--- config.mk ---
export PLATFORM = sky130hd
export DESIGN_NAME = prd_decoder
export DESIGN_NICKNAME = d
export VERILOG_FILES = /design/src/prd_pkg.sv /design/src/prd_cmd_decode.sv /design/src/prd_decoder.sv
export SDC_FILE = /design/constraint.sdc
export NUM_CORES = 1
export LEC_CHECK = 0
export ABC_CLOCK_PERIOD_IN_PS = 9500
export BUFFER_PORTS_ARGS = -buffer_cell sky130_fd_sc_hd__buf_4
export CAP_MARGIN = 20
export CORE_ASPECT_RATIO = 1.1
export CORE_MARGIN = 2
export CORE_UTILIZATION = 55
export CTS_CLUSTER_SIZE = 20
export DETAILED_ROUTE_END_ITERATION = 8
export PLACE_DENSITY = 0.88
export SYNTH_ARGS = -nofsm -noshare
export SYNTH_HDL_FRONTEND = slang
export SYNTH_SLANG_ARGS = --single-unit
--- constraint.sdc ---
create_clock -name i_clk -period 9.5 [get_ports i_clk]
set_input_delay 1.9 -clock i_clk [delete_from_list [all_inputs] [get_ports i_clk]]
set_output_delay 1.9 -clock i_clk [all_outputs]
set_load 0.1 [all_outputs]
--- src/prd_pkg.sv ---
/*
  Shared constants for the pipelined request decoder: command codes, length
  field layout, unit sizes and the decoder state encoding.
  Assumes one clock domain and command codes already in true (active-high) form.
*/
package prd_pkg;

  // Command codes
  localparam logic [3:0] CMD_READ = 4'h0;
  localparam logic [3:0] CMD_READ_URG = 4'h1;
  localparam logic [3:0] CMD_WRITE = 4'h4;
  localparam logic [3:0] CMD_WRITE_URG = 4'h5;
  localparam logic [3:0] CMD_LREAD = 4'h8;
  localparam logic [3:0] CMD_LREAD_URG = 4'h9;
  localparam logic [3:0] CMD_FLUSH = 4'hA;
  localparam logic [3:0] CMD_FENCE = 4'hC;
  localparam logic [3:0] CMD_DAC = 4'hD;

  ////////////////////////////////////////////////////////////////////////////
  // Request layout
  localparam int LEN_LSB = 0;
  localparam int LEN_W = 3;
  localparam int UNIT_BYTES = 8;
  localparam int UNITS_W = 6;
  localparam logic [5:0] LONG_FACTOR = 6'h04;
  localparam logic [5:0] FLUSH_UNITS = 6'h01;
  localparam logic [5:0] FENCE_UNITS = 6'h00;

  ////////////////////////////////////////////////////////////////////////////
  // Decoder states
  typedef enum logic [0:0] {
    ST_IDLE = 1'b0,
    ST_DAC_HI = 1'b1
  } prd_state_e;

endpackage : prd_pkg

--- src/prd_cmd_decode.sv ---
/*
  Combinational decode of one 4-bit command code into request classes.
  Assumes the caller says whether the code arrived where a dual address
  cycle code is not valid (sideband port, or the second clock of a DAC).
*/
module prd_cmd_decode
  import prd_pkg::*;
(
  input wire logic [3:0] i_command_code,
  input wire logic i_dac_illegal,
  output logic o_read,
  output logic o_write,
  output logic o_urgent,
  output logic o_long,
  output logic o_flush,
  output logic o_fence,
  output logic o_dac,
  output logic o_reserved
);

  always_comb
  begin
    o_read = 1'b0;
    o_write = 1'b0;
    o_urgent = 1'b0;
    o_long = 1'b0;
    o_flush = 1'b0;
    o_fence = 1'b0;
    o_dac = 1'b0;
    o_reserved = 1'b0;
    case (i_command_code)
      CMD_READ: o_read = 1'b1;
      CMD_READ_URG:
      begin
        o_read = 1'b1;
        o_urgent = 1'b1;
      end
      CMD_WRITE: o_write = 1'b1;
      CMD_WRITE_URG:
      begin
        o_write = 1'b1;
        o_urgent = 1'b1;
      end
      CMD_LREAD:
      begin
        o_read = 1'b1;
        o_long = 1'b1;
      end
      CMD_LREAD_URG:
      begin
        o_read = 1'b1;
        o_long = 1'b1;
        o_urgent = 1'b1;
      end
      CMD_FLUSH: o_flush = 1'b1;
      CMD_FENCE: o_fence = 1'b1;
      CMD_DAC:
      begin
        // Sideband or nested DAC is treated as reserved
        o_dac = ~i_dac_illegal;
        o_reserved = i_dac_illegal;
      end
      default: o_reserved = 1'b1;
    endcase
  end

endmodule // prd_cmd_decode

--- src/prd_decoder.sv ---
/*
  Pipelined request decoder: takes requests from the multiplexed bus or the
  sideband port, assembles dual address cycles, decodes command and length,
  and emits one registered request per accepted command with stream ordering
  marks for the memory side. Reserved codes are dropped and counted.
  Assumes a single clock, requests synchronous to it, and one enqueue mode
  selected by i_use_sideband at a time.
*/
module prd_decoder
  import prd_pkg::*;
#(
  parameter int SEQ_W = 8,
  parameter int SLOTS = 256,
  parameter int CNT_W = 8
)
(
  input wire logic i_clk,
  input wire logic i_rst,
  input wire logic i_use_sideband,
  input wire logic i_ad_req,
  input wire logic [31:0] i_ad_addr,
  input wire logic [3:0] i_ad_cmd,
  input wire logic i_sb_req,
  input wire logic [31:0] i_sb_addr,
  input wire logic [3:0] i_sb_cmd,
  input wire logic i_sb_hi_req,
  input wire logic [31:0] i_sb_hi_addr,
  input wire logic i_slot_free,
  input wire logic i_diag_clear,
  output logic o_req_valid,
  output logic [63:0] o_req_addr,
  output logic [UNITS_W-1:0] o_req_units,
  output logic o_req_write,
  output logic o_req_urgent,
  output logic o_req_long,
  output logic o_req_flush,
  output logic o_req_fence,
  output logic [SEQ_W-1:0] o_req_seq,
  output logic [SEQ_W-1:0] o_req_wr_mark,
  output logic [SEQ_W-1:0] o_req_rd_mark,
  output logic [8:0] o_slots_used,
  output logic o_slot_overflow,
  output logic o_reserved_seen,
  output logic [CNT_W-1:0] o_reserved_count
);

  ////////////////////////////////////////////////////////////////////////////
  // Request source selection

  prd_state_e state_ff;
  prd_state_e nxt_state;
  logic [31:0] lo_addr_ff;
  logic [31:0] sb_upper_ff;
  logic take;
  logic [3:0] cmd_in;
  logic [31:0] addr_in;
  logic [31:0] lo_word;
  logic [31:0] hi_word;
  logic [LEN_W-1:0] len_code;
  logic d_read, d_write, d_urgent, d_long, d_flush, d_fence, d_dac, d_reserved;
  logic accept;
  logic dac_first;
  logic reserved_take;

  // Only pipelined requests enter; PCI cycles keep their own ordering outside
  assign take = i_use_sideband ? i_sb_req : i_ad_req;
  assign cmd_in = i_use_sideband ? i_sb_cmd : i_ad_cmd;
  assign addr_in = i_use_sideband ? i_sb_addr : i_ad_addr;
  // Second DAC clock carries the high word; low word was latched in the first
  assign lo_word = (state_ff == ST_DAC_HI) ? lo_addr_ff : addr_in;
  assign hi_word = i_use_sideband ? sb_upper_ff :
                   ((state_ff == ST_DAC_HI) ? i_ad_addr : 32'h0000_0000);
  assign len_code = lo_word[LEN_LSB +: LEN_W];

  prd_cmd_decode u_dec (
    .i_command_code(cmd_in),
    .i_dac_illegal(i_use_sideband || (state_ff == ST_DAC_HI)),
    .o_read(d_read),
    .o_write(d_write),
    .o_urgent(d_urgent),
    .o_long(d_long),
    .o_flush(d_flush),
    .o_fence(d_fence),
    .o_dac(d_dac),
    .o_reserved(d_reserved)
  );

  assign dac_first = take && d_dac;
  assign reserved_take = take && d_reserved;
  assign accept = take && !d_dac && !d_reserved;

  always_comb
  begin
    nxt_state = state_ff;
    case (state_ff)
      ST_IDLE: if (dac_first) nxt_state = ST_DAC_HI;
      ST_DAC_HI: if (take) nxt_state = ST_IDLE;
      default: nxt_state = ST_IDLE;
    endcase
  end

  always_ff @(posedge i_clk or posedge i_rst)
  begin
    if (i_rst)
      state_ff <= ST_IDLE;
    else
      state_ff <= nxt_state;
  end

  always_ff @(posedge i_clk or posedge i_rst)
  begin
    if (i_rst)
      lo_addr_ff <= 32'h0000_0000;
    else if (dac_first)
      lo_addr_ff <= i_ad_addr;
  end

  // Upper address word persists for later sideband requests
  always_ff @(posedge i_clk or posedge i_rst)
  begin
    if (i_rst)
      sb_upper_ff <= 32'h0000_0000;
    else if (i_sb_hi_req)
      sb_upper_ff <= i_sb_hi_addr;
  end

  ////////////////////////////////////////////////////////////////////////////
  // Stream sequence counters

  // Separate counters per stream give in-order return inside each stream
  // while leaving streams free to complete in any mutual order
  logic [SEQ_W-1:0] nrd_seq_ff;
  logic [SEQ_W-1:0] nwr_seq_ff;
  logic [SEQ_W-1:0] urd_seq_ff;
  logic [SEQ_W-1:0] uwr_seq_ff;
  logic [SEQ_W-1:0] fence_rd_ff;
  logic is_nrd, is_nwr, is_urd, is_uwr;

  // Flush counts as a normal read for return order
  assign is_nrd = accept && ((d_read && !d_urgent) || d_flush);
  assign is_nwr = accept && d_write && !d_urgent;
  assign is_urd = accept && d_read && d_urgent;
  assign is_uwr = accept && d_write && d_urgent;

  always_ff @(posedge i_clk or posedge i_rst)
  begin
    if (i_rst)
    begin
      nrd_seq_ff <= '0;
      nwr_seq_ff <= '0;
      urd_seq_ff <= '0;
      uwr_seq_ff <= '0;
    end
    else
    begin
      if (is_nrd) nrd_seq_ff <= nrd_seq_ff + 1'b1;
      if (is_nwr) nwr_seq_ff <= nwr_seq_ff + 1'b1;
      if (is_urd) urd_seq_ff <= urd_seq_ff + 1'b1;
      if (is_uwr) uwr_seq_ff <= uwr_seq_ff + 1'b1;
    end
  end

  // Fence snapshots how many normal reads later writes must wait behind
  always_ff @(posedge i_clk or posedge i_rst)
  begin
    if (i_rst)
      fence_rd_ff <= '0;
    else if (accept && d_fence)
      fence_rd_ff <= nrd_seq_ff;
  end

  ////////////////////////////////////////////////////////////////////////////
  // Registered request output

  logic [UNITS_W-1:0] units;
  logic [UNITS_W-1:0] short_units;

  assign short_units = UNITS_W'(len_code) + 1'b1;
  always_comb
  begin
    if (d_fence)
      units = FENCE_UNITS;
    else if (d_flush)
      units = FLUSH_UNITS;
    else if (d_long)
      units = UNITS_W'(short_units * LONG_FACTOR);
    else
      units = short_units;
  end

  always_ff @(posedge i_clk or posedge i_rst)
  begin
    if (i_rst)
      o_req_valid <= 1'b0;
    else
      o_req_valid <= accept;
  end

  always_ff @(posedge i_clk or posedge i_rst)
  begin
    if (i_rst)
    begin
      o_req_addr <= 64'h0000_0000_0000_0000;
      o_req_units <= '0;
      o_req_write <= 1'b0;
      o_req_urgent <= 1'b0;
      o_req_long <= 1'b0;
      o_req_flush <= 1'b0;
      o_req_fence <= 1'b0;
      o_req_seq <= '0;
      o_req_wr_mark <= '0;
      o_req_rd_mark <= '0;
    end
    else if (accept)
    begin
      // Low three bits are the length code, so the address is 8-byte aligned
      o_req_addr <= (d_flush || d_fence) ? 64'h0000_0000_0000_0000 :
                    {hi_word, lo_word[31:3], 3'h0};
      o_req_units <= units;
      o_req_write <= d_write;
      o_req_urgent <= d_urgent;
      o_req_long <= d_long;
      o_req_flush <= d_flush;
      o_req_fence <= d_fence;
      if (is_urd)
        o_req_seq <= urd_seq_ff;
      else if (is_uwr)
        o_req_seq <= uwr_seq_ff;
      else if (is_nwr)
        o_req_seq <= nwr_seq_ff;
      else
        o_req_seq <= nrd_seq_ff;
      // Normal reads and flushes wait for all normal writes before them
      o_req_wr_mark <= nwr_seq_ff;
      // Normal writes may pass reads, but not those before the last fence
      o_req_rd_mark <= d_fence ? nrd_seq_ff : fence_rd_ff;
    end
  end

  ////////////////////////////////////////////////////////////////////////////
  // Pipe slot accounting

  logic slot_take;
  assign slot_take = accept && !d_fence;

  always_ff @(posedge i_clk or posedge i_rst)
  begin
    if (i_rst)
      o_slots_used <= 9'h000;
    else if (slot_take && !(i_slot_free && o_slots_used != 9'h000))
      o_slots_used <= o_slots_used + 9'h001;
    else if (!slot_take && i_slot_free && o_slots_used != 9'h000)
      o_slots_used <= o_slots_used - 9'h001;
  end

  // Diagnostic only: master is trusted to respect its allocation
  always_ff @(posedge i_clk or posedge i_rst)
  begin
    if (i_rst)
      o_slot_overflow <= 1'b0;
    else if (slot_take && !i_slot_free && o_slots_used >= 9'(SLOTS))
      o_slot_overflow <= 1'b1;
    else if (i_diag_clear)
      o_slot_overflow <= 1'b0;
  end

  ////////////////////////////////////////////////////////////////////////////
  // Reserved code diagnostics; a new event wins over a clear

  always_ff @(posedge i_clk or posedge i_rst)
  begin
    if (i_rst)
      o_reserved_seen <= 1'b0;
    else if (reserved_take)
      o_reserved_seen <= 1'b1;
    else if (i_diag_clear)
      o_reserved_seen <= 1'b0;
  end

  always_ff @(posedge i_clk or posedge i_rst)
  begin
    if (i_rst)
      o_reserved_count <= '0;
    else if (reserved_take && o_reserved_count != '1)
      o_reserved_count <= o_reserved_count + 1'b1;
  end
endmodule // prd_decoder

==> impl_metrics.tcl, run 1 <==
set metrics [dict create \
    wl_um 27100 \
    vias_per_cell 5.85 \
    slew_headroom 0.300 \
    p_seq_frac 0.342 \
    ys.flop_type "dfrtp_1" \
    end_kind "flip-flop" \
    grt_overflow 0 \
    syn_avg_cell_area_um2 11.1 \
    crit_path_start_kind "input pin" \
    post_cts_resized 0 \
    place_worst_setup_slack_ns 4.13 \
    ys_seq_area_frac 0.536 \
    wl_per_cell_um 19.5 \
    nets 1260 \
    fp.dieW_um 135 \
    grt_max_degree 143 \
    grt_pass1_wl_um 43200 \
    finalSetupViolCount 0 \
    p_leak_uw 0.00608 \
    post_cts_buffers 0 \
    worst-setup-path-type "in2reg" \
    pwr-share-comb 0.391 \
    design.core.area_um2 18400 \
    fin_crit_sh 0.518 \
    diodes 0 \
    syn_inst 931 \
    drt-pass1-iter-count 5 \
    cts_buffer_depth 3 \
    place_congestion 0.854 \
    ctsHoldBuffers 0 \
    cts_sinks 221 \
    port_buffers 227 \
    final_cell_mix "232 x buf_4, 220 x dfrtp_1, 118 x nand2_1" \
    finClkSkew_ns 0.00683 \
    rr_worst_depth 11 \
    peakVddDrop_mv 0.215 \
    drt_iter0_drc 507 \
    synth_area_um2 10300 \
    power.net_switching_uw 1600 \
    path_clk_slew_ns 0.06 \
    met3_usage 0.0648 \
    hp-class "reg2reg" \
    use_met1 0.342 \
    whs_path_depth 1 \
    rows 52 \
    maxCapViolCount 0 \
    cp_data_required_time_ns 9.88 \
    synth_top_area_frac 0.536 \
    clock_latency_ns 0.50 \
    synthTopCellsByArea "dfrtp_1 54%, mux2_2 8.4%, nand2_1 4.4%, a32o_1 4.1%, a21oi_1 3.6%" \
    fp.dieArea_um2 19900 \
    rsz0062_at_grt "no" \
    areaGrowthSynthToFinish_pct 25.9 \
    power_density_nw_per_um2 285 \
    grt_pass1_vias 8277 \
    grt_busiest_layer "met2" \
    p_int_uw 2100 \
    grt_use_met2 0.460 \
    antenna_found_initial 0 \
    hold_viol_final 0 \
    hpwl_um 18100 \
    synth_edf_count 0 \
    min_period_ns 4.92 \
    swShare 0.432 \
    drc 0 \
    ant_nets 0 \
    num_io_pins 231 \
    async_reset_ff_frac 1.00 \
    tightest_slew_ns 1.05 \
    critPathMaxFanout 35 \
    final_common_cell "buf_4" \
    grt_usage 0.272 \
    arrival_ns 5.30 \
    initial_core_util 0.560 \
    dr_total_vias 8146 \
    layout-drive-gt1-share 0.320 \
    ys_types 61 \
    max_freq_mhz 203 \
    p_clk_frac 0.268 \
    report.final.slew_viol_count 0 \
    numCtsBuffers 22 \
    setup_tns_ns 0 \
    status "finished clean" \
    worst_slack_ns 4.58 \
    yosys_warnings 0 \
    dieHeight_um 148 \
    cts_tree "built" \
    ys_ff_latch 221 \
    h-tree-depth 1 \
    cts-root-buf "clkbuf_16" \
    yosysTopAreaCell "dfrtp_1" \
]
-- worst max-delay path: stages --
cell and delay, ns:
buf_4 0.25, nor3b_1 0.37, o22ai_1 0.22, a21oi_4 0.32, nand2_1 0.28, fa_1 0.49
a21o_1 0.20, a221o_1 0.34, o41ai_1 0.49, a21oi_1 0.08, a221oi_1 0.27, nor3_1 0.09
-- cell usage after synthesis (10+ instances only) --
library cell and n:
ha_1 13, a32o_1 42, xor2_1 16, clkbuf_1 27, nor2_1 35, nand2_1 121, o21ai_0 71, a22o_1 11
buf_2 15, inv_1 10, a21oi_1 74, nand4_1 19, nor2b_1 25, dfrtp_1 221, mux2_2 77, xnor2_1 28
mux2i_1 24
-- registers in the layout, summed over array words and instances, names as in the netlist, 6 cells and up --
register          count
o_req_rd_mark         8
o_req_seq             8
o_req_addr           61
fence_rd_ff           8
uwr_seq_ff            8
lo_addr_ff           32
nwr_seq_ff            8
o_req_units           6
sb_upper_ff          32
urd_seq_ff            8
o_req_wr_mark         8
nrd_seq_ff            8
o_reserved_count      8
o_slots_used          9
-- per-stage QoR --
| step | cells | power (uW) | util | hold slack (ns) | cell area [um^2] |
|---|---|---|---|---|---|
| after floorplan | 933 | 2360 | - | 0.441 | 10300 |
| after global placement | 1352 | 2680 | 0.659 | 0.458 | 12100 |
| after detailed placement | 1352 | 2710 | 0.659 | 0.463 | 12100 |
| after CTS | 1392 | 3720 | 0.705 | 0.476 | 13000 |
| after global routing | 1393 | 3850 | 0.706 | 0.490 | 13000 |
| final | 1393 | 3700 | 0.706 | 0.472 | 13000 |
-- layout make-up --
type	count	area, um^2
multi-input cells	645	4510
fillers	1312	5420
inverters	11	48.8
repair buffers	233	1760
flip-flops and latches	221	5530
clock inverters	12	218
clock buffers	28	614
well taps	243	304
-- path summary, 6_finish.rpt --
path                                 start  slack [ns]         endpoint
hold / removal               urd_seq_ff[7]        0.47    urd_seq_ff[7]
max in group asynchronous            i_rst        6.51   o_req_addr[45]
min in group asynchronous            i_rst        1.62   sb_upper_ff[8]
hold reg to reg              urd_seq_ff[7]        0.47    urd_seq_ff[7]
setup / recovery            i_use_sideband        4.58  o_slots_used[8]
setup reg to reg           o_slots_used[0]        5.89  o_slots_used[8]
-- power by group through the flow --
stage          clock [uW]  combinational, uW  sequential, uW
3_5_place_dp            0               1440            1270
5_1_grt              1050               1520            1290
4_1_cts              1010               1450            1260
6_report              990               1440            1260
3_3_place_gp            0               1410            1270
2_1_floorplan           0                384            1980
-- per-layer routing --
| metal | wire length [um] | vias to the layer above |
|---|---|---|
| li1 | - | 3755 |
| met2 | 13500 | 323 |
| met4 | 943 | 0 |
| met5 | 0 | - |
| met1 | 10600 | 4007 |
| met3 | 2020 | 61 |
-- logic make-up after synthesis --
kind of cell / count (synthesis) / share of synthesized area
xor+xnor: 44 / 0.0374
compound gates: 233 / 0.151
simple gates: 247 / 0.118
buf+inv: 67 / 0.0287
mux: 104 / 0.111
flops: 221 / 0.536
other cells: 1 / 0.000364
fa+ha+maj: 14 / 0.0177
Power figures use the tool's default switching activity.
==> inputs of run 2 (changes only) <==
--- a/config.mk
+++ b/config.mk
@@ -5,7 +5,7 @@
 export SDC_FILE = /design/constraint.sdc
 export NUM_CORES = 1
 export LEC_CHECK = 0
-export ABC_CLOCK_PERIOD_IN_PS = 9500
+export ABC_CLOCK_PERIOD_IN_PS = 5100
 export BUFFER_PORTS_ARGS = -buffer_cell sky130_fd_sc_hd__buf_4
 export CAP_MARGIN = 20
 export CORE_ASPECT_RATIO = 1.1
==> constraint.sdc (replaced) <==
create_clock -name i_clk -period 5.1 [get_ports i_clk]
set_input_delay 1.02 -clock i_clk [delete_from_list [all_inputs] [get_ports i_clk]]
set_output_delay 1.02 -clock i_clk [all_outputs]
set_load 0.1 [all_outputs]
==> run 2 against run 1 <==
Final cell count up 0.29%. Sequential share of layout area up 0.16 points. Worst setup slack worse by 3.5 ns. Clock skew up 0.0063 ns. Worst hold slack worse by 0.0069 ns. Highest routed layer unchanged. Count of clock-buffer cells in the layout up 5.
==> impl_metrics.tcl, run 2 (synthesized netlist as in run 1, its figures left out) <==
set metrics [dict create \
    report.final.slew_viol_count 0 \
    end_kind "flip-flop" \
    numCtsBuffers 23 \
    pwr-share-comb 0.399 \
    rows 52 \
    drt_iter0_drc 520 \
    fp.dieArea_um2 19900 \
    ctsHoldBuffers 0 \
    p_leak_uw 0.00607 \
    peakVddDrop_mv 0.376 \
    cts_buffer_depth 3 \
    antenna_found_initial 0 \
    p_clk_frac 0.251 \
    drc 0 \
    min_to "uwr_seq_ff[7]" \
    cts-root-buf "clkbuf_16" \
    whs_path_depth 1 \
    max_freq_mhz 250 \
    grt_pass1_wl_um 42700 \
    swShare 0.438 \
    post_cts_resized 0 \
    h-tree-depth 1 \
    p_seq_frac 0.350 \
    hp-class "reg2reg" \
    slew_headroom 0.287 \
    final_common_cell "buf_4" \
    r2r-end "o_slots_used[8]" \
    place_worst_setup_slack_ns 0.646 \
    drt-pass1-iter-count 5 \
    arrival_ns 4.37 \
    timing.hold.ws_ns 0.465 \
    power_density_nw_per_um2 520 \
    num_io_pins 231 \
    setup_tns_ns 0 \
    worst-setup-path-type "in2reg" \
    vias_per_cell 5.82 \
    finClkSkew_ns 0.0131 \
    power.net_switching_uw 2950 \
    reg.largest.list "o_req_addr x61, lo_addr_ff x32, sb_upper_ff x32" \
    critPathMaxFanout 17 \
    largest_register "o_req_addr" \
    tightest_slew_ns 1.07 \
    layout-drive-gt1-share 0.319 \
    path_clk_slew_ns 0.06 \
    maxCapViolCount 0 \
    rr_worst_depth 11 \
    grt_overflow 0 \
    largest_register_ff_count 61 \
    r2r_slack_ns 1.42 \
    place_congestion 0.850 \
    p_int_uw 3780 \
    clock_latency_ns 0.50 \
    design.core.area_um2 18400 \
    cts_sinks 221 \
    wl_um 26700 \
    r2r_start "o_slots_used[0]" \
    hold_viol_final 0 \
    fp.dieW_um 135 \
    dr_total_vias 8137 \
    crit_path_start_kind "input pin" \
    ant_nets 0 \
    port_buffers 227 \
    final_cell_mix "236 x buf_4, 220 x dfrtp_1, 118 x nand2_1" \
    areaGrowthSynthToFinish_pct 25.5 \
    wl_per_cell_um 19.1 \
    diodes 0 \
    grt_max_degree 110 \
    rsz0062_at_grt "no" \
    finalSetupViolCount 0 \
    min_from "uwr_seq_ff[7]" \
    dieHeight_um 148 \
    cts_tree "built" \
    grt_usage 0.268 \
    nets 1265 \
    cp_data_required_time_ns 5.47 \
    hpwl_um 17800 \
    status "finished clean" \
    post_cts_buffers 0 \
    fin_crit_sh 0.784 \
    min_period_ns 4.00 \
    worst_slack_ns 1.10 \
    initial_core_util 0.560 \
    grt_pass1_vias 8227 \
]
run 2: cell types whose count changed in the layout (fill, tap and decap cells not counted), sizes merged:
cell and delta:
inv -1, clkbuf +5, clkinvlp -1, buf +4
bufinv -3
run 2: per-stage QoR:
stage,util,instance area [um^2],std cells,total power [uW]
6_report,0.703,12900,1397,6730
5_1_grt,0.703,12900,1397,7010
4_1_cts,0.703,12900,1397,6760
3_5_place_dp,0.662,12200,1357,5060
3_3_place_gp,0.662,12200,1357,4990
2_1_floorplan,-,10300,933,4410
run 2: final cells by class:
type	instances	area [um^2]
Clock buffer	33	643
Sequential cell	221	5530
Timing Repair Buffer	237	1790
Tap cell	243	304
Inverter	11	45.0
Multi-Input combinational cell	645	4510
Fill cell	1323	5470
Clock inverter	7	113
run 2: power by group through the flow:
stage | sequential [uW] | clock (uW) | combinational (uW)
global route | 2400 | 1800 | 2810
detailed placement | 2370 | 0 | 2690
floorplan | 3690 | 0 | 716
CTS | 2350 | 1720 | 2690
finish | 2350 | 1690 | 2680
global placement | 2360 | 0 | 2630
run 2: routing by layer:
metal  part of all wire  GRT usage  routed length [um]
met1               0.40      0.337               10700
met2               0.50      0.462               13300
met3              0.077     0.0662                2040
met4              0.021     0.0732                 573
met5                  0          0                   0
run 2: worst max path at each step:
stage	from	endpoint	cells past startpoint
after floorplan	i_use_sideband	o_slots_used[8]	13
after global placement	i_use_sideband	o_slots_used[8]	12
after detailed placement	i_use_sideband	o_slots_used[8]	12
after CTS	i_use_sideband	o_slots_used[8]	12
after global routing	i_use_sideband	o_slots_used[8]	12
final	i_use_sideband	o_slots_used[8]	12
run 2: critical path, stage by stage:
cell      delay (ns)
buf_4           0.18
nor3b_1         0.33
o22ai_1         0.23
a21oi_4         0.33
nand2_1         0.28
fa_1            0.48
a21o_1          0.19
a221o_1         0.32
o41ai_1         0.55
a21oi_1         0.09
a221oi_1        0.29
nor3_1          0.09
==> inputs of run 3 (changes only) <==
--- a/config.mk
+++ b/config.mk
@@ -5,7 +5,7 @@
 export SDC_FILE = /design/constraint.sdc
 export NUM_CORES = 1
 export LEC_CHECK = 0
-export ABC_CLOCK_PERIOD_IN_PS = 5100
+export ABC_CLOCK_PERIOD_IN_PS = 3800
 export BUFFER_PORTS_ARGS = -buffer_cell sky130_fd_sc_hd__buf_4
 export CAP_MARGIN = 20
 export CORE_ASPECT_RATIO = 1.1
==> constraint.sdc (replaced) <==
create_clock -name i_clk -period 3.8 [get_ports i_clk]
set_input_delay 0.76 -clock i_clk [delete_from_list [all_inputs] [get_ports i_clk]]
set_output_delay 0.76 -clock i_clk [all_outputs]
set_load 0.1 [all_outputs]
==> run 3 against run 2 <==
Core utilization is 0.47 points higher. Power is 34% higher. First-iteration DRC count is 13% higher. Flip-flop and latch count stayed put. Final cell count is 0.64% higher. Worst setup slack worse by 0.69 ns. Clock power is 33% higher. Worst hold slack worse by 0.20 ns. Critical path depth is 1 lower. Via count is 1.4% higher. Non-clock buffer count is 11 higher. Sequential power is 34% higher. Critical endpoint unchanged. Largest power group unchanged. Highest routed layer unchanged.
==> impl_metrics.tcl, run 3 (synthesized netlist as in run 1, its figures left out) <==
set metrics [dict create \
    grt_overflow 0 \
    finalSetupViolCount 0 \
    layout-drive-gt1-share 0.328 \
    max_freq_mhz 295 \
    num_io_pins 231 \
    final_core_util 0.708 \
    drc 0 \
    numCtsBuffers 23 \
    crit_start "o_slots_used[0]" \
    min_period_ns 3.39 \
    drt_iter0_drc 590 \
    fp.dieArea_um2 19900 \
    p_total_uw 9040 \
    rsz0062_at_grt "no" \
    grt_usage 0.276 \
    cts_sinks 221 \
    setup_tns_ns 0 \
    r2r_slack_ns 0.41 \
    ant_nets 0 \
    rows 52 \
    largest_register "o_req_addr" \
    wl_per_cell_um 19.2 \
    r2r_start "o_slots_used[0]" \
    wl_um 27000 \
    tightest_slew_ns 0.772 \
    drt-pass1-iter-count 5 \
    largest_register_ff_count 61 \
    dr_total_vias 8247 \
    h-tree-depth 1 \
    grt_pass1_wl_um 43700 \
    p_leak_uw 0.00613 \
    diodes 0 \
    crit_path_start_kind "flip-flop" \
    arrival_ns 3.80 \
    cp_data_required_time_ns 4.21 \
    path_cells "nor4_1, nand2_1, o21ai_0, nand2_2, fa_1, a21o_1, a221o_1, o41ai_1, buf_4, a221oi_1, nor3_1" \
    cp_slowest_cell "fa_1" \
    hp-class "in2async" \
    port_buffers 227 \
    maxCapViolCount 0 \
    initial_core_util 0.560 \
    end_kind "flip-flop" \
    slew_headroom 0.485 \
    critPathMaxFanout 8 \
    hold_viol_final 0 \
    post_cts_buffers 0 \
    report.final.slew_viol_count 0 \
    vias_per_cell 5.87 \
    antenna_found_initial 0 \
    place_congestion 0.872 \
    grt_max_degree 110 \
    cts-root-buf "clkbuf_16" \
    peakVddDrop_mv 0.586 \
    cts_tree "built" \
    final_common_cell "buf_4" \
    dieHeight_um 148 \
    path_clk_slew_ns 0.06 \
    postLayoutCellArea_um2 13000 \
    cts_buffer_depth 3 \
    areaGrowthSynthToFinish_pct 26.3 \
    finClkSkew_ns 0.0104 \
    hpwl_um 18400 \
    final_cell_mix "246 x buf_4, 220 x dfrtp_1, 117 x nand2_1" \
    place_worst_setup_slack_ns 0.0534 \
    reg.largest.list "o_req_addr x61, lo_addr_ff x32, sb_upper_ff x32" \
    worst_slack_ns 0.414 \
    fp.dieW_um 135 \
    fin_crit_sh 0.891 \
    worst-setup-path-type "reg2reg" \
    clock_latency_ns 0.50 \
    nets 1276 \
    power_density_nw_per_um2 694 \
    grt_pass1_vias 8489 \
    status "finished clean" \
    max_stage_delay_ns 0.46 \
    design.core.area_um2 18400 \
    placed_area_um2 12300 \
]
run 3: cell count changes in the layout (fill, tap and decap cells not counted):
cell        previous run  this run
buf_12                 1         2
buf_4                236       246
bufinv_16              3         2
clkbuf_1               7         3
clkbuf_8               3         5
clkinv_2               3         4
clkinv_4               0         1
clkinvlp_4             2         1
nand2_1              118       117
nand2_2                2         3
run 3: path summary, 6_finish.rpt:
check	cells after the start	endpoint
setup reg to reg	11	o_slots_used[8]
min in group i_clk	2	o_slot_overflow
setup / recovery	11	o_slots_used[8]
hold / removal	2	o_req_addr[38]
max in group asynchronous	3	o_reserved_count[4]
hold reg to reg	1	uwr_seq_ff[7]
run 3: cell type report:
cell class	instances	area, um^2
clock buffers	31	656
clock inverters	7	88.8
fillers	1312	5380
inverters	11	45.0
multi-input cells	645	4520
flip-flops and latches	221	5530
well taps	243	304
repair buffers	248	1890
run 3: power breakdown:
part | switching [uW] | internal [uW] | total (uW)
clock | 900 | 1340 | 2240
sequential | 380 | 2770 | 3150
combinational | 2700 | 955 | 3650
run 3: layer usage:
layer / global-route usage / vias up / share of wire
li1: - / 3781 / -
met2: 0.464 / 341 / 0.49
met3: 0.0662 / 66 / 0.076
met5: 0 / - / 0
met4: 0.107 / 0 / 0.039
met1: 0.345 / 4059 / 0.39
run 3: through the flow:
stage	hold WS, ns	cells
5_1_grt	0.286	1406
2_1_floorplan	0.441	933
6_report	0.269	1406
4_1_cts	0.271	1406
3_5_place_dp	0.458	1368
3_3_place_gp	0.458	1368
run 3: timing repair:
action	CTS	global route
setup endpoints to repair	0	1
hold buffers	0	0
gates resized for setup	0	1
run 3: worst max-delay path: cells and delay by family (launching register included):
| kind | cells | cell delay [ns] |
|---|---|---|
| flip-flops | 1 | 0.45 |
| AND/OR/NAND/NOR | 4 | 0.95 |
| buffers and inverters | 1 | 0.20 |
| adder cells (fa/ha/maj) | 1 | 0.46 |
| AO/OA/AOI/OAI | 5 | 1.25 |
